$ cat src/cdps_pkg.sv
// Constants and carrier types for the codec digital pin function select
// Operation
// - Multi-function pin code 0000 disables both its input and output buffers.
// - Code 0001 makes the multi-function pin an input routed to internal consumers.
// - Code 0010 makes the multi-function pin a general-purpose input read by software.
// - Code 0011 drives the multi-function pin with the register's lowest bit.
// - Codes 0100, 0101, 0110 drive clock output, interrupt one, interrupt two.
// - Codes 0111, 1000, 1001 drive record word clock, secondary bit and word clocks.
// - Code 1011 drives the secondary serial data output on the multi-function pin.
// - Multi-function register bit 1 is read-only and returns the input buffer level.
// - Multi-function register bit 0, reset 0, is the general-purpose output level.
// - Serial out bit 4, reset 1, disables the bus keeper when set.
// - Serial out code 000 powers the buffer down; code 001, reset, is primary data.
// - Serial out codes 010 and 011 drive general-purpose level and clock output.
// - Serial out codes 100 and 101 drive interrupt one and interrupt two.
// - Serial out codes 110 and 111 drive secondary bit clock and word clock.
// - Serial out bit 0, reset 0, is the general-purpose output level.
// - Serial in code 00 powers input down; code 01, reset, enables data input.
// - Serial in code 10 is general-purpose input; code 11 is reserved.
// - Serial in register bit 0 is read-only and returns the input buffer level.
// - Routed interrupts are active-high 2 ms pulses, single or repeated every 4 ms.
package cdps_pkg;

  // ==========================================================
  // Register offsets
  localparam logic [7:0] MFP_CTRL_ADDR = 8'h33;
  localparam logic [7:0] RSVD_PIN_ADDR = 8'h34;
  localparam logic [7:0] SOP_CTRL_ADDR = 8'h35;
  localparam logic [7:0] SIP_CTRL_ADDR = 8'h36;

  // ==========================================================
  // Reset values
  localparam logic [7:0] MFP_CTRL_RST = 8'h00;
  localparam logic [7:0] SOP_CTRL_RST = 8'h12;
  localparam logic [7:0] SIP_CTRL_RST = 8'h02;

  // ==========================================================
  // Multi-function pin function codes
  localparam logic [3:0] MFP_OFF = 4'h0;
  localparam logic [3:0] MFP_ROUTE_IN = 4'h1;
  localparam logic [3:0] MFP_GPI = 4'h2;
  localparam logic [3:0] MFP_GPO = 4'h3;
  localparam logic [3:0] MFP_CLK_OUT = 4'h4;
  localparam logic [3:0] MFP_INTERRUPT_LINE_ONE = 4'h5;
  localparam logic [3:0] MFP_INTERRUPT_LINE_TWO = 4'h6;
  localparam logic [3:0] MFP_REC_WCLK = 4'h7;
  localparam logic [3:0] MFP_SEC_BCLK = 4'h8;
  localparam logic [3:0] MFP_SEC_WCLK = 4'h9;
  localparam logic [3:0] MFP_MIC_CLK = 4'hA;
  localparam logic [3:0] MFP_SEC_DOUT = 4'hB;

  // ==========================================================
  // Serial out and serial in pin codes
  localparam logic [2:0] SOP_OFF = 3'h0;
  localparam logic [2:0] SOP_PRI_DOUT = 3'h1;
  localparam logic [2:0] SOP_GPO = 3'h2;
  localparam logic [2:0] SOP_CLK_OUT = 3'h3;
  localparam logic [2:0] SOP_INTERRUPT_LINE_ONE = 3'h4;
  localparam logic [2:0] SOP_INTERRUPT_LINE_TWO = 3'h5;
  localparam logic [2:0] SOP_SEC_BCLK = 3'h6;
  localparam logic [2:0] SOP_SEC_WCLK = 3'h7;
  localparam logic [1:0] SIP_OFF = 2'h0;
  localparam logic [1:0] SIP_DATA_IN = 2'h1;
  localparam logic [1:0] SIP_GPI = 2'h2;

  // ==========================================================
  // Interrupt pulse timing
  localparam int CLK_FREQ_KHZ = 20000;
  localparam int INT_PULSE_TIME_US = 2000;
  localparam int INT_PERIOD_TIME_US = 4000;
  localparam int INT_PULSE_CYC = INT_PULSE_TIME_US * CLK_FREQ_KHZ / 1000;
  localparam int INT_PERIOD_CYC = INT_PERIOD_TIME_US * CLK_FREQ_KHZ / 1000;
  localparam int INT_CNT_W = 17;

  // ==========================================================
  // Carrier types
  typedef struct packed {
    logic internal_clock_output;
    logic rec_wclk;
    logic sec_bclk;
    logic sec_wclk;
    logic mic_modulator_clock;
    logic sec_dout;
    logic pri_dout;
  } cdps_src_t;

  typedef struct packed {
    logic [1:0] rsvd;
    logic [3:0] func;
    logic in_level;
    logic out_level;
  } cdps_mfp_t;

  typedef struct packed {
    logic [2:0] rsvd;
    logic keeper_dis;
    logic [2:0] func;
    logic out_level;
  } cdps_sop_t;

endpackage

$ cat src/cdps_int_pulse.sv
// Interrupt line pulse shaper: single or repeated active-high pulses
`timescale 1ns/1ps
module cdps_int_pulse #(
  parameter int PULSE_CYC = cdps_pkg::INT_PULSE_CYC,
  parameter int PERIOD_CYC = cdps_pkg::INT_PERIOD_CYC
) (
  input wire logic clk_in,
  input wire logic rst_in,
  input wire logic event_in,
  input wire logic repeat_in,
  input wire logic flag_read_in,
  output logic pulse_out
);

  // ==========================================================
  // State and counter
  typedef enum logic [1:0] {
    CDPS_IDLE = 2'b00,
    CDPS_HIGH = 2'b01,
    CDPS_LOW = 2'b11
  } cdps_pstate_t;

  localparam logic [cdps_pkg::INT_CNT_W-1:0] HIGH_LAST =
    cdps_pkg::INT_CNT_W'(PULSE_CYC - 1);
  localparam logic [cdps_pkg::INT_CNT_W-1:0] LOW_LAST =
    cdps_pkg::INT_CNT_W'(PERIOD_CYC - PULSE_CYC - 1);

  cdps_pstate_t state_q;
  logic [cdps_pkg::INT_CNT_W-1:0] cnt_q;
  logic stop_q;

  // Event restarts the pulse even on a flag read cycle, so no event is lost
  always_ff @(posedge clk_in) begin
    if (rst_in) begin
      state_q <= CDPS_IDLE;
      cnt_q <= '0;
      stop_q <= 1'b0;
    end else if (event_in) begin
      state_q <= CDPS_HIGH;
      cnt_q <= '0;
      stop_q <= 1'b0;
    end else begin
      cnt_q <= cnt_q + 1'b1;
      if (flag_read_in) begin
        stop_q <= 1'b1;
      end
      case (state_q)
        CDPS_HIGH: begin
          if (cnt_q == HIGH_LAST) begin
            cnt_q <= '0;
            // Flag read mid-pulse lets the pulse finish at full width
            state_q <= (repeat_in && !stop_q && !flag_read_in) ? CDPS_LOW : CDPS_IDLE;
          end
        end
        CDPS_LOW: begin
          if (flag_read_in) begin
            state_q <= CDPS_IDLE;
          end else if (cnt_q == LOW_LAST) begin
            cnt_q <= '0;
            state_q <= CDPS_HIGH;
          end
        end
        default: begin
          cnt_q <= '0;
          state_q <= CDPS_IDLE;
        end
      endcase
    end
  end

  assign pulse_out = (state_q == CDPS_HIGH);

  // ==========================================================
  // Checks
  pulse_width_a: assert property (@(posedge clk_in) disable iff (rst_in)
    (state_q == CDPS_HIGH) |-> (cnt_q <= HIGH_LAST))
    else $error("interrupt pulse longer than its width");
  pulse_end_a: assert property (@(posedge clk_in) disable iff (rst_in)
    (state_q == CDPS_HIGH && cnt_q == HIGH_LAST && !event_in && !repeat_in)
      |=> !pulse_out)
    else $error("single interrupt pulse did not end");
  pulse_gap_a: assert property (@(posedge clk_in) disable iff (rst_in)
    (state_q == CDPS_LOW) |-> (cnt_q <= LOW_LAST))
    else $error("interrupt gap longer than its period");

endmodule

$ cat src/cdps_top.sv
// Function select and value logic for the three multi-purpose digital pins
`timescale 1ns/1ps
module cdps_top #(
  parameter int INT_PULSE_CYC = cdps_pkg::INT_PULSE_CYC,
  parameter int INT_PERIOD_CYC = cdps_pkg::INT_PERIOD_CYC
) (
  input wire logic CLK_IN,
  input wire logic RST_IN,
  input wire logic [7:0] REG_ADDR_IN,
  input wire logic REG_WR_IN,
  input wire logic [7:0] REG_WDATA_IN,
  input wire logic REG_RD_IN,
  output logic [7:0] REG_RDATA_OUT,
  input wire cdps_pkg::cdps_src_t SRC_IN,
  input wire logic INTERRUPT_LINE_ONE_EVENT_IN,
  input wire logic INTERRUPT_LINE_TWO_EVENT_IN,
  input wire logic INTERRUPT_LINE_ONE_REPEAT_IN,
  input wire logic INTERRUPT_LINE_TWO_REPEAT_IN,
  input wire logic FLAG_READ_IN,
  input wire logic MFP_IN,
  output logic MFP_OUT,
  output logic MFP_OE_OUT,
  output logic MFP_ROUTE_OUT,
  output logic SOP_OUT,
  output logic SOP_OE_OUT,
  output logic SOP_KEEPER_EN_OUT,
  input wire logic SIP_IN,
  output logic SIP_ROUTE_OUT,
  output logic SIP_GPI_OUT
);

  // ==========================================================
  // Control registers
  cdps_pkg::cdps_mfp_t mfp_q;
  cdps_pkg::cdps_sop_t sop_q;
  logic [7:1] sip_q;
  logic interrupt_line_one_pulse;
  logic interrupt_line_two_pulse;
  logic mfp_in_buf;
  logic sip_in_buf;
  logic mfp_out_d;
  logic mfp_oe_d;
  logic sop_out_d;
  logic sop_oe_d;
  logic [7:0] rdata_d;
  logic [1:0] sip_func;

  assign sip_func = sip_q[2:1];

  // Register writes; the reserved slot ignores writes
  always_ff @(posedge CLK_IN) begin
    if (RST_IN) begin
      mfp_q <= cdps_pkg::MFP_CTRL_RST;
      sop_q <= cdps_pkg::SOP_CTRL_RST;
      sip_q <= cdps_pkg::SIP_CTRL_RST[7:1];
    end else if (REG_WR_IN) begin
      case (REG_ADDR_IN)
        cdps_pkg::MFP_CTRL_ADDR: begin
          mfp_q.rsvd <= REG_WDATA_IN[7:6];
          mfp_q.func <= REG_WDATA_IN[5:2];
          // Bit 1 never stored; reads return the live input level instead
          mfp_q.out_level <= REG_WDATA_IN[0];
        end
        cdps_pkg::SOP_CTRL_ADDR: begin
          sop_q <= REG_WDATA_IN;
        end
        cdps_pkg::SIP_CTRL_ADDR: begin
          sip_q <= REG_WDATA_IN[7:1];
        end
        default: begin
          mfp_q <= mfp_q;
        end
      endcase
    end
  end

  // ==========================================================
  // Input buffers: a powered-down buffer senses nothing
  always_comb begin
    mfp_in_buf = (mfp_q.func != cdps_pkg::MFP_OFF) && MFP_IN;
    sip_in_buf = (sip_func != cdps_pkg::SIP_OFF) && SIP_IN;
  end

  // ==========================================================
  // Interrupt pulse shapers
  cdps_int_pulse #(
    .PULSE_CYC(INT_PULSE_CYC),
    .PERIOD_CYC(INT_PERIOD_CYC)
  ) u_interrupt_line_one (
    .clk_in(CLK_IN),
    .rst_in(RST_IN),
    .event_in(INTERRUPT_LINE_ONE_EVENT_IN),
    .repeat_in(INTERRUPT_LINE_ONE_REPEAT_IN),
    .flag_read_in(FLAG_READ_IN),
    .pulse_out(interrupt_line_one_pulse)
  );

  cdps_int_pulse #(
    .PULSE_CYC(INT_PULSE_CYC),
    .PERIOD_CYC(INT_PERIOD_CYC)
  ) u_interrupt_line_two (
    .clk_in(CLK_IN),
    .rst_in(RST_IN),
    .event_in(INTERRUPT_LINE_TWO_EVENT_IN),
    .repeat_in(INTERRUPT_LINE_TWO_REPEAT_IN),
    .flag_read_in(FLAG_READ_IN),
    .pulse_out(interrupt_line_two_pulse)
  );

  // ==========================================================
  // Multi-function pin output select
  always_comb begin
    mfp_oe_d = 1'b1;
    mfp_out_d = 1'b0;
    case (mfp_q.func)
      cdps_pkg::MFP_GPO: mfp_out_d = mfp_q.out_level;
      cdps_pkg::MFP_CLK_OUT: mfp_out_d = SRC_IN.internal_clock_output;
      cdps_pkg::MFP_INTERRUPT_LINE_ONE: mfp_out_d = interrupt_line_one_pulse;
      cdps_pkg::MFP_INTERRUPT_LINE_TWO: mfp_out_d = interrupt_line_two_pulse;
      cdps_pkg::MFP_REC_WCLK: mfp_out_d = SRC_IN.rec_wclk;
      cdps_pkg::MFP_SEC_BCLK: mfp_out_d = SRC_IN.sec_bclk;
      cdps_pkg::MFP_SEC_WCLK: mfp_out_d = SRC_IN.sec_wclk;
      cdps_pkg::MFP_MIC_CLK: mfp_out_d = SRC_IN.mic_modulator_clock;
      cdps_pkg::MFP_SEC_DOUT: mfp_out_d = SRC_IN.sec_dout;
      // Off, input modes and reserved codes leave the pin undriven
      default: mfp_oe_d = 1'b0;
    endcase
  end

  // ==========================================================
  // Serial out pin output select
  always_comb begin
    sop_oe_d = 1'b1;
    sop_out_d = 1'b0;
    case (sop_q.func)
      cdps_pkg::SOP_PRI_DOUT: sop_out_d = SRC_IN.pri_dout;
      cdps_pkg::SOP_GPO: sop_out_d = sop_q.out_level;
      cdps_pkg::SOP_CLK_OUT: sop_out_d = SRC_IN.internal_clock_output;
      cdps_pkg::SOP_INTERRUPT_LINE_ONE: sop_out_d = interrupt_line_one_pulse;
      cdps_pkg::SOP_INTERRUPT_LINE_TWO: sop_out_d = interrupt_line_two_pulse;
      cdps_pkg::SOP_SEC_BCLK: sop_out_d = SRC_IN.sec_bclk;
      cdps_pkg::SOP_SEC_WCLK: sop_out_d = SRC_IN.sec_wclk;
      default: sop_oe_d = 1'b0;
    endcase
  end

  // ==========================================================
  // Registered pin drivers, one cycle behind the select
  always_ff @(posedge CLK_IN) begin
    if (RST_IN) begin
      MFP_OUT <= 1'b0;
      MFP_OE_OUT <= 1'b0;
      SOP_OUT <= 1'b0;
      SOP_OE_OUT <= 1'b0;
      SOP_KEEPER_EN_OUT <= 1'b0;
    end else begin
      MFP_OUT <= mfp_out_d;
      MFP_OE_OUT <= mfp_oe_d;
      SOP_OUT <= sop_out_d;
      SOP_OE_OUT <= sop_oe_d;
      SOP_KEEPER_EN_OUT <= !sop_q.keeper_dis;
    end
  end

  // ==========================================================
  // Routed inputs toward the audio interface and clock generator
  // Gated to zero so a consumer never sees a pin in another role
  always_ff @(posedge CLK_IN) begin
    if (RST_IN) begin
      MFP_ROUTE_OUT <= 1'b0;
      SIP_ROUTE_OUT <= 1'b0;
      SIP_GPI_OUT <= 1'b0;
    end else begin
      MFP_ROUTE_OUT <= (mfp_q.func == cdps_pkg::MFP_ROUTE_IN) && mfp_in_buf;
      SIP_ROUTE_OUT <= (sip_func == cdps_pkg::SIP_DATA_IN) && sip_in_buf;
      SIP_GPI_OUT <= (sip_func == cdps_pkg::SIP_GPI) && sip_in_buf;
    end
  end

  // ==========================================================
  // Read data; reserved slot and unmapped offsets read zero
  always_comb begin
    case (REG_ADDR_IN)
      cdps_pkg::MFP_CTRL_ADDR:
        rdata_d = {mfp_q.rsvd, mfp_q.func, mfp_in_buf, mfp_q.out_level};
      cdps_pkg::SOP_CTRL_ADDR: rdata_d = sop_q;
      cdps_pkg::SIP_CTRL_ADDR: rdata_d = {sip_q, sip_in_buf};
      default: rdata_d = 8'h00;
    endcase
  end

  always_ff @(posedge CLK_IN) begin
    if (RST_IN) begin
      REG_RDATA_OUT <= 8'h00;
    end else if (REG_RD_IN) begin
      REG_RDATA_OUT <= rdata_d;
    end
  end

  // ==========================================================
  // Checks
  mfp_off_quiet_a: assert property (@(posedge CLK_IN) disable iff (RST_IN)
    (mfp_q.func == cdps_pkg::MFP_OFF) |=> !MFP_OE_OUT)
    else $error("disabled multi-function pin is driven");
  mfp_route_in_a: assert property (@(posedge CLK_IN) disable iff (RST_IN)
    (mfp_q.func == cdps_pkg::MFP_ROUTE_IN) |=> (!MFP_OE_OUT && MFP_ROUTE_OUT == $past(MFP_IN)))
    else $error("routed input does not follow the pin");
  mfp_gpo_level_a: assert property (@(posedge CLK_IN) disable iff (RST_IN)
    (mfp_q.func == cdps_pkg::MFP_GPO) |=> (MFP_OE_OUT && MFP_OUT == $past(mfp_q.out_level)))
    else $error("multi-function output level wrong");
  mfp_int_line_a: assert property (@(posedge CLK_IN) disable iff (RST_IN)
    (mfp_q.func == cdps_pkg::MFP_INTERRUPT_LINE_TWO) |=> (MFP_OUT == $past(interrupt_line_two_pulse)))
    else $error("interrupt two not on multi-function pin");
  mfp_mic_clk_a: assert property (@(posedge CLK_IN) disable iff (RST_IN)
    (mfp_q.func == cdps_pkg::MFP_MIC_CLK) |=>
      (MFP_OE_OUT && MFP_OUT == $past(SRC_IN.mic_modulator_clock)))
    else $error("mic modulator clock not on multi-function pin");
  mfp_sec_dout_a: assert property (@(posedge CLK_IN) disable iff (RST_IN)
    (mfp_q.func == cdps_pkg::MFP_SEC_DOUT) |=> (MFP_OUT == $past(SRC_IN.sec_dout)))
    else $error("secondary data not on multi-function pin");
  mfp_read_in_a: assert property (@(posedge CLK_IN) disable iff (RST_IN)
    (REG_RD_IN && REG_ADDR_IN == cdps_pkg::MFP_CTRL_ADDR && mfp_q.func != cdps_pkg::MFP_OFF)
      |=> (REG_RDATA_OUT[1] == $past(MFP_IN)))
    else $error("multi-function input level not read back");
  sop_off_quiet_a: assert property (@(posedge CLK_IN) disable iff (RST_IN)
    (sop_q.func == cdps_pkg::SOP_OFF) |=> !SOP_OE_OUT)
    else $error("disabled serial out pin is driven");
  sop_gpo_level_a: assert property (@(posedge CLK_IN) disable iff (RST_IN)
    (sop_q.func == cdps_pkg::SOP_GPO) |=> (SOP_OE_OUT && SOP_OUT == $past(sop_q.out_level)))
    else $error("serial out level wrong");
  sop_int_line_a: assert property (@(posedge CLK_IN) disable iff (RST_IN)
    (sop_q.func == cdps_pkg::SOP_INTERRUPT_LINE_ONE) |=> (SOP_OUT == $past(interrupt_line_one_pulse)))
    else $error("interrupt one not on serial out pin");
  sop_keeper_a: assert property (@(posedge CLK_IN) disable iff (RST_IN)
    ##1 (SOP_KEEPER_EN_OUT == !$past(sop_q.keeper_dis)))
    else $error("bus keeper enable wrong");
  sip_read_in_a: assert property (@(posedge CLK_IN) disable iff (RST_IN)
    (REG_RD_IN && REG_ADDR_IN == cdps_pkg::SIP_CTRL_ADDR) |=>
      (REG_RDATA_OUT[0] == ($past(SIP_IN) && $past(sip_func) != cdps_pkg::SIP_OFF)))
    else $error("serial in level not read back");
  sip_gpi_a: assert property (@(posedge CLK_IN) disable iff (RST_IN)
    (sip_func == cdps_pkg::SIP_GPI) |=> (!SIP_ROUTE_OUT && SIP_GPI_OUT == $past(SIP_IN)))
    else $error("serial in general-purpose input wrong");

endmodule

$ cat config.mk
export PLATFORM = sky130hd
export DESIGN_NAME = cdps_top
export DESIGN_NICKNAME = d
export VERILOG_FILES = /design/src/cdps_pkg.sv /design/src/cdps_int_pulse.sv /design/src/cdps_top.sv
export SDC_FILE = /design/constraint.sdc
export NUM_CORES = 1
export LEC_CHECK = 0
export BUFFER_PORTS_ARGS = -buffer_cell sky130_fd_sc_hd__buf_2
export CAP_MARGIN = 20
export CORE_MARGIN = 2
export CORE_UTILIZATION = 35
export CTS_BUF_LIST = sky130_fd_sc_hd__clkbuf_4 sky130_fd_sc_hd__clkbuf_8
export CTS_CLUSTER_DIAMETER = 60
export DETAILED_ROUTE_END_ITERATION = 12
export SYNTH_ARGS = -nofsm -noshare
export SYNTH_HDL_FRONTEND = slang
export SYNTH_HIERARCHICAL = 1
export SYNTH_SLANG_ARGS = --single-unit
export TNS_END_PERCENT = 20
$ cat constraint.sdc
create_clock -name CLK_IN -period 5.2 [get_ports CLK_IN]
set_input_delay 0.78 -clock CLK_IN [delete_from_list [all_inputs] [get_ports CLK_IN]]
set_output_delay 0.78 -clock CLK_IN [all_outputs]
set_load 0.02 [all_outputs]
## Yosys cells after proc, flatten, opt, wreduce, memory -nomap -nowiden

Index checks and enable logic that the tools add are counted.

- Logic and storage cells: 112
- Flip-flop bits (word level): 78
- Output and inout port bits: 16

- Reductions and logical operators: 26
- Equality and inequality tests: 36
- $add $sub $neg: 2
- Muxes and demuxes: 23

Operator list:

| kind | count |
|---|---|
| 17-bit two-way mux | 4 |
| 17-bit one-hot mux with 2 select lines | 2 |
| 17-bit by 1-bit adder with 17-bit output (second input constant) | 2 |
| 17-bit by 16-bit equality test with 1-bit output (second input constant) | 2 |
| 8-bit by 6-bit equality test with 1-bit output (second input constant) | 3 |
| 8-bit one-hot mux with 3 select lines | 1 |
| 4-bit by 3-bit equality test with 1-bit output (second input constant) | 4 |
| 4-bit equality test (second input constant) | 4 |
| 2-bit two-way mux | 8 |
| 2-bit AND reduction | 7 |
| 3-bit equality test (second input constant) | 4 |
| 3-bit by 2-bit != test with 1-bit output (second input constant) | 4 |
| 1-bit logical AND | 9 |
| 1-bit one-hot mux with 9 select lines | 1 |
| 9-bit OR reduction | 1 |
| 4-bit by 3-bit != test with 1-bit output (second input constant) | 2 |
| 2-bit one-hot mux with 2 select lines | 2 |
| 1-bit one-hot mux with 7 select lines | 1 |
| 7-bit OR reduction | 1 |
| 2-bit by 1-bit equality test with 1-bit output (second input constant) | 3 |
| 2-bit equality test (second input constant) | 3 |
| 3-bit by 2-bit equality test with 1-bit output (second input constant) | 2 |
| 4-bit by 1-bit equality test with 1-bit output (second input constant) | 1 |
| 4-bit by 2-bit equality test with 1-bit output (second input constant) | 1 |
| other kinds (7) | 15 |

## Longest topological paths before layout

Gate-level depths: netlist of run 1.

- Word-level depth: 7
- Mapped depth: 7

## Cells and area by module

Netlist of run 1, hierarchy kept.

Modules (own cells, without submodules):

| module | times used | cells each | seq. area each (um^2) | area each (um^2) |
|---|---|---|---|---|
| cdps_int_pulse | 2 | 104 | 400.4 | 924.6 |
| cdps_top | 1 | 166 | 760.7 | 1644.1 |

## Worst setup path before layout of run 1

OpenSTA, ideal clock, no wires.

- Path kind: input to register
- From: input port REG_ADDR_IN[0]
- To: register sip_q[1] (netlist name)
- Cell stages on the path: 6
- Data arrival time: 1816 ps
- Setup slack: 3264 ps
- Data required time: 5080 ps
- Cells stage by stage: buf_4 > and3b_1 > buf_2 > nand4b_1 > buf_4 > a211o_1

- Longest elaborated chain between the ends: 2

Ends and longest elaborated chain:

| element | RTL line | RTL |
|---|---|---|
| from (decl) | cdps_top.sv:9 | `input wire logic [7:0] REG_ADDR_IN,` |
| 8-bit by 6-bit equality test with 1-bit output | cdps_top.sv:57 | `case (REG_ADDR_IN)` |
| 2-bit AND reduction (no source line) | - |  |
| to (signal assigned) | cdps_top.sv:55 | `sip_q <= cdps_pkg::SIP_CTRL_RST[7:1];` |
| to (signal assigned) | cdps_top.sv:68 | `sip_q <= REG_WDATA_IN[7:1];` |
| to (decl) | cdps_top.sv:36 | `logic [7:1] sip_q;` |

Every way passes these cells.
A chain may end at the register's enable or synchronous reset.

## Final worst setup path of run 1

- From: register u_interrupt_line_one/cnt_q[7] (netlist name)
- To: register u_interrupt_line_one/cnt_q[13] (netlist name)

- Longest elaborated chain between the ends: 4
- Elaborated cells on any way between the ends: 5

Ends and longest elaborated chain:

| element | RTL line | RTL |
|---|---|---|
| from (decl) | cdps_int_pulse.sv:29 | `logic [cdps_pkg::INT_CNT_W-1:0] cnt_q;` |
| from (signal assigned) | cdps_int_pulse.sv:43 | `cnt_q <= cnt_q + 1'b1;` |
| 17-bit by 1-bit adder with 17-bit output / 17-bit by 16-bit equality test with 1-bit output (equally long branches) | cdps_int_pulse.sv:43, cdps_int_pulse.sv:49, cdps_int_pulse.sv:58 |  |
| 17-bit two-way mux | cdps_int_pulse.sv:49, cdps_int_pulse.sv:58 |  |
| 17-bit two-way mux | cdps_int_pulse.sv:56 | `if (flag_read_in) begin` |
| 17-bit one-hot mux with 2 select lines * | cdps_int_pulse.sv:47 | `case (state_q)` |

Every way passes the cells marked *; elsewhere a longest branch is shown, timed or not.

==> qor.yml, run 1 <==
status: "finished clean"
drc_errors: 0
max_freq_mhz: 467.8
cts_buffer_depth: 2
syn_to_final_growth_pct: 14.08
maxSlewViolCount: 0
r2r-start: "u_interrupt_line_one/cnt_q[7]$_SDFF_PP0_"
grt_pass1_wl_um: 12610
fin_hold_ws_ps: 444.3
cp.required_ps: 5420
drtIter0Drc: 135
min_period_over_period: 0.4111
ys.flop_type: "dfxtp_1"
timing.final.ws_setup_ps: 3062
hp-start: "sop_q[4]$_SDFFE_PP1P_"
ff2ff_path_depth: 4
cp_slowest_cell: "or4b_1"
hold_path_depth: 1
setup_viol: 0
grt_pass1_vias: 2663
r2r-end: "u_interrupt_line_one/cnt_q[13]$_SDFF_PP0_"
cts.hold.buffers_added: 0
yosys-top-cells-area: "dfxtp_1, nor2_1, mux2i_1, xnor2_1, xor2_1"
crit_family: "simple AND/OR/NAND/NOR gates"
dp.cells: 539
grt.overflow.total: 0
cts_tree: "yes"
diodes: 0
routabilityCongestion: 0.8242
place.port_buffers: 49
startpoint_type: "register"
num_vias: 2795
synth_area_per_cell_um2: 9.341
drv_cap: 0
worstPathArrival_ps: 2360
power_density_nw_per_um2: 282.4
place_hpwl_um: 5509
ios: 50
slew_headroom: 0.5585
die_area_um2: 10800
antenna_left: 0
synth_nets: 410
ys_ff_latch: 78
slowest_delay_ps: 550
cp_max_fo: 17
post-route-min-period_ps: 2138
postCtsSetupBuffers: 0
fin_nets: 453
die_h_um: 103.9
root_buffer: "clkbuf_8"
yosysMostFrequentCell: "dfxtp_1"
synth.largest_area_cell: "dfxtp_1"
clkTransAtPathRegs_ps: 90
post_cts_resized: 0
worst_setup_path_end_kind: "register"
numCtsBuffers: 9
finalHoldViolCount: 0
layout.cells.non_filler: 555
clock_latency_ps: 360
wl_um: 7482
synthCells: 374
core_um2: 9729
synth_commonest_cells: "dfxtp_1, nor2_1, mux2i_1, nand2_1"
vdd_drop_max_uv: 142.8
hold_path.class: "register to register"
critical_path_buf_inv_count: 0
dp_worst_setup_slack_ps: 2853
wire_per_inst_um: 13.48
ys_warn_count: 6
tightest_slew_ps: 662.3
fillers: 1024
ys_async_sr_fraction: 0
synth-seq-area-share: 0.4470
initial_core_util: 0.3591
antenna_found_initial: 0
via_per_inst: 5.036
fin_setup_tns_ps: 0
rsz0062_at_grt: "no"
r2r_slack_ps: 3060
cts_sinks: 78
ys_types: 49
leakagePower_uw: 0.001560
die_width_um: 103.9
synth_area_um2: 3493
synth_edf_count: 0
grt_usage: 0.1434
fin_skew_ps: 17.82
first_pass_iters: 4
crit_path_cell_trace: "or4b_1 -> nor4_2 -> a21o_1 -> nor2_1"
grt_max_degree: 37
std_cell_rows: 36
synth.top_cell.area_share: 0.4470
critPathKind: "register to register"
drive_gt1_frac: 0.1777
min_delay_worst_endpoint: "SOP_KEEPER_EN_OUT$_SDFF_PP0_"
cts_max_level: 3
-- per-stage QoR --
step / util / power (µW) / instance area (µm²)
final: 0.4096 / 1125 / 3985
after global routing: 0.4096 / 1171 / 3985
after global placement: 0.3885 / 668.2 / 3780
after floorplan: - / 648.4 / 3493
after detailed placement: 0.3885 / 669.0 / 3780
after CTS: 0.4096 / 1138 / 3985
-- power by group --
part	leakage (µW)	internal (µW)	switching (µW)	total [µW]
Sequential	0.000630	601	2.54	603
Combinational	0.000831	22.0	29.8	51.7
Clock	0.0000993	237	233	470
-- layer usage --
metal,share of wire,track usage,wire [µm],up-vias
met3,0.051,0.04699,378,6
li1,-,-,-,1419
met5,0,0,0,-
met1,0.49,0.1911,3667,1309
met4,0.0059,0.03475,44,0
met2,0.45,0.2256,3392,61
-- worst reg2reg max path, stage by stage, from the launching register on --
cell	delay, ps
dfxtp_1	360
or4b_1	550
nor4_2	440
a21o_1	550
nor2_1	110
-- registers in the layout (all words and copies together) (netlist names), 2 cells and up --
signal and flops:
u_interrupt_line_two/cnt_q 17, mfp_q 7, REG_RDATA_OUT 8, sop_q 8
u_interrupt_line_two/state_q 2, u_interrupt_line_one/state_q 2, sip_q 7, u_interrupt_line_one/cnt_q 17
-- final cells by class --
type	instances	area, µm²	share of cell area
well taps	133	166.4	0.04176
flip-flops and latches	78	1562	0.3918
clock inverters	6	67.56	0.01695
multi-input cells	272	1780	0.4468
clock buffers	10	137.6	0.03454
repair buffers	49	245.2	0.06154
inverters	7	26.28	0.006593
-- worst max path at each step --
stage,start,to,slack (ps),cells after the start
CTS,u_interrupt_line_two/cnt_q[7]$_SDFF_PP0_,u_interrupt_line_two/cnt_q[6]$_SDFF_PP0_,3050,4
finish,u_interrupt_line_one/cnt_q[7]$_SDFF_PP0_,u_interrupt_line_one/cnt_q[13]$_SDFF_PP0_,3060,4
floorplan,REG_ADDR_IN[0],sip_q[1]$_SDFFE_PP1P_,3260,6
detailed placement,REG_ADDR_IN[0],sip_q[1]$_SDFFE_PP1P_,2850,4
global placement,REG_ADDR_IN[6],sop_q[1]$_SDFFE_PP1P_,2890,4
global route,u_interrupt_line_two/cnt_q[7]$_SDFF_PP0_,u_interrupt_line_two/cnt_q[6]$_SDFF_PP0_,2930,4
-- layout by cell type (no fill, tap or decap), drive strengths merged, types with 10 or more instances in the layout --
cell type,netlist,layout
dfxtp,78,78
nor2,59,59
buf,11,49
nand2,22,22
mux2i,22,22
nand3,14,14
xnor2,14,14
o21ai,12,12
a21oi,11,11
xor2,11,11
clkbuf,6,10
nand4,10,10
-- logic make-up after synthesis --
logic type,count (synthesis),synth area share
adders and majority gates,2,0.007162
buffers and inverters,24,0.04334
AOI/OAI and AO/OA,56,0.1085
xor gates and xnor gates,25,0.06268
DFF,78,0.4470
muxes,25,0.08238
and+or+nand+nor,164,0.2489
No activity file was read; power rests on OpenSTA's default activity.
==> run 2: changes to the inputs <==
ABC_AREA = 1   (was default)
clock period = 1.9 ns   (was 5.2 ns; I/O delays follow)
==> qor.yml, run 2 <==
postCtsSetupBuffers: 0  # unchanged
crit_path_cell_trace: "inv_1 -> nor2_1 -> nand3_1 -> nand4_1 -> nand3_1 -> a21oi_1"  # was or4b_1 -> nor4_2 -> a21o_1 -> nor2_1
cp_max_fo: 8  # was 17
root_buffer: "clkbuf_8"  # unchanged
power_density_nw_per_um2: 714.1  # was 282.4 nW/µm²
p_seq_frac: 0.487  # was 0.536
std_cell_rows: 39  # was 36
cp_slowest_cell: "dfxtp_1"  # was or4b_1
antenna_found_initial: 0  # unchanged
drv_cap: 0  # unchanged
critical_path_buf_inv_count: 1  # was 0
fin_nets: 671  # was 453
setup_viol: 0  # unchanged
final_common_cell: "nand2_1"  # was dfxtp_1
antenna_left: 0  # unchanged
synth_area_per_cell_um2: 7.092  # was 9.341 µm²
critPathKind: "register to register"  # unchanged
grt_pass1_vias: 3537  # was 2663
place.port_buffers: 49  # unchanged
ff2ff_path_depth: 6  # was 4
total_power_uw: 3400  # was 1125 µW
synth-seq-area-share: 0.3783  # was 0.4470
cts_max_level: 3  # unchanged
cts_buffer_depth: 2  # unchanged
power.share.clock: 0.462  # was 0.418
cts_sinks: 78  # unchanged
synth_area_um2: 4128  # was 3493 µm²
vdd_drop_max_uv: 436.2  # was 142.8 µV
crit_family: "simple AND/OR/NAND/NOR gates"  # unchanged
die_area_um2: 12680  # was 10800 µm²
synth_commonest_cells: "nand2_1, nor2_1, dfxtp_1, nand3_1, inv_1"  # was dfxtp_1, nor2_1, mux2i_1, nand2_1
dp_worst_setup_slack_ps: 473.7  # was 2853 ps
wire_per_inst_um: 12.71  # was 13.48 µm
grt_pass1_wl_um: 16800  # was 12610 µm
worst-path-stages: 6  # was 4
diodes: 0  # unchanged
synth_nets: 618  # was 410
slew_headroom: 0.7592  # was 0.5585
most-common-layout-cells: "nand2_1, nor2_1, dfxtp_1"  # was dfxtp_1, nor2_1, buf_2
routabilityCongestion: 0.9022  # was 0.8242
post-route-min-period_ps: 1404  # was 2138 ps
multi_input_area_um2: 2251  # was 1780 µm²
grt_max_degree: 31  # was 37
ys_ff_latch: 78  # unchanged
numCtsBuffers: 9  # unchanged
ys_warn_count: 6  # unchanged
wl_um: 9954  # was 7482 µm
ff_latch_area_um2: 1562  # unchanged
num_vias: 3867  # was 2795
fillers: 1160  # was 1024
finalHoldViolCount: 0  # unchanged
post_cts_resized: 0  # unchanged
via_per_inst: 4.939  # was 5.036
max_freq_mhz: 712.4  # was 467.8 MHz
die_h_um: 112.6  # was 103.9 µm
place_hpwl_um: 7675  # was 5509 µm
grt.overflow.total: 0  # unchanged
drc_errors: 0  # unchanged
ys_types: 33  # was 49
cts_tree: "yes"  # unchanged
cpMostUsedCell: "nand3_1"
slowest_delay_ps: 530  # was 550 ps
drtIter0Drc: 251  # was 135
synth_edf_count: 0  # unchanged
fin_skew_ps: 5.907  # was 17.82 ps
startpoint_type: "register"  # unchanged
worstPathArrival_ps: 1700  # was 2360 ps
p_sw_uw: 754.2  # was 265.2 µW
p_int_uw: 2646  # was 860.1 µW
ys_async_sr_fraction: 0  # unchanged
die_width_um: 112.6  # was 103.9 µm
timing.final.ws_setup_ps: 496.2  # was 3062 ps
cts.hold.buffers_added: 0  # unchanged
clkTransAtPathRegs_ps: 80  # was 90 ps
core_um2: 11470  # was 9729 µm²
grt_usage: 0.1649  # was 0.1434
finalInstanceArea_um2: 4762  # was 3985 µm²
ios: 50  # unchanged
clock_latency_ps: 370  # was 360 ps
hold_path.class: "input pin to register"  # was register to register
placed_area_um2: 4506  # was 3780 µm²
drive_gt1_frac: 0.1922  # was 0.1777
tightest_slew_ps: 361.2  # was 662.3 ps
status: "finished clean"  # unchanged
synth.top_cell.area_share: 0.3783  # was 0.4470
maxSlewViolCount: 0  # unchanged
syn_to_final_growth_pct: 15.37  # was 14.08%
yosysMostFrequentCell: "nand2_1"  # was dfxtp_1
swShare: 0.2218  # was 0.2357
p_comb_frac: 0.050  # was 0.046
initial_core_util: 0.3600  # was 0.3591
cp.required_ps: 2200  # was 5420 ps
leakagePower_uw: 0.001931  # was 0.001560 µW
rsz0062_at_grt: "no"  # unchanged
yosys-top-cells-area: "dfxtp_1, nand2_1, nand3_1, nor2_1, inv_1"  # was dfxtp_1, nor2_1, mux2i_1, xnor2_1, xor2_1
first_pass_iters: 5  # was 4
synth.largest_area_cell: "dfxtp_1"  # unchanged
ys.flop_type: "dfxtp_1"  # unchanged
hold_path_depth: 2  # was 1
synthCells: 582  # was 374
largest_registers: "u_interrupt_line_one/cnt_q (17), u_interrupt_line_two/cnt_q (17)"  # unchanged
fin_setup_tns_ps: 0  # unchanged
worst_setup_path_end_kind: "register"  # unchanged
min_period_over_period: 0.7388  # was 0.4111
run 2: cells by family (layout without fill, tap and decap cells):
| kind of cell | after synthesis | in the layout | share of synthesized area |
|---|---|---|---|
| AO/OA/AOI/OAI | 59 | 59 | 0.07699 |
| XOR/XNOR | 14 | 14 | 0.02970 |
| adder cells (fa/ha/maj) | 2 | 2 | 0.006061 |
| buffers and inverters | 72 | 130 | 0.07639 |
| flip-flops | 78 | 78 | 0.3783 |
| AND/OR/NAND/NOR | 357 | 357 | 0.4326 |
run 2: cell type report:
cell class / count / area share
clock buffers: 11 / 0.03179
multi-input cells: 432 / 0.4727
well taps: 143 / 0.03757
flip-flops and latches: 78 / 0.3279
repair buffers: 53 / 0.05780
inverters: 61 / 0.05018
clock inverters: 5 / 0.02207
run 2: path summary, 6_finish.rpt:
kind	from	to	slack, ps
setup / recovery	u_interrupt_line_two/state_q[0]$_SDFFE_PP0P_	MFP_OUT$_SDFF_PP0_	500
hold / removal	RST_IN	u_interrupt_line_two/state_q[0]$_SDFFE_PP0P_	130
setup reg to reg	u_interrupt_line_two/state_q[0]$_SDFFE_PP0P_	MFP_OUT$_SDFF_PP0_	500
hold reg to reg	sop_q[4]$_SDFFE_PP1P_	SOP_KEEPER_EN_OUT$_SDFF_PP0_	470
run 2: power by group through the flow:
stage / logic, µW / clock network [µW] / registers (µW)
3_5_place_dp: 171 / 0 / 1700
5_1_grt: 190 / 1710 / 1660
3_3_place_gp: 168 / 0 / 1700
4_1_cts: 171 / 1620 / 1660
6_report: 170 / 1570 / 1660
2_1_floorplan: 95.3 / 0 / 1690
run 2: per-stage QoR:
step | std cells | utilization | hold WS (ps)
global placement | 767 | 0.3929 | 449.2
CTS | 783 | 0.4153 | 111.9
finish | 783 | 0.4153 | 126.8
global route | 783 | 0.4153 | 107.5
detailed placement | 767 | 0.3929 | 453.6
floorplan | 582 | - | 354.1
run 2: layer usage:
metal,GRT usage,vias to the layer above,routed length (µm)
met5,0,-,0
met3,0.04644,14,441
li1,-,1995,-
met1,0.2180,1776,4775
met2,0.2595,82,4574
met4,0.05528,0,162
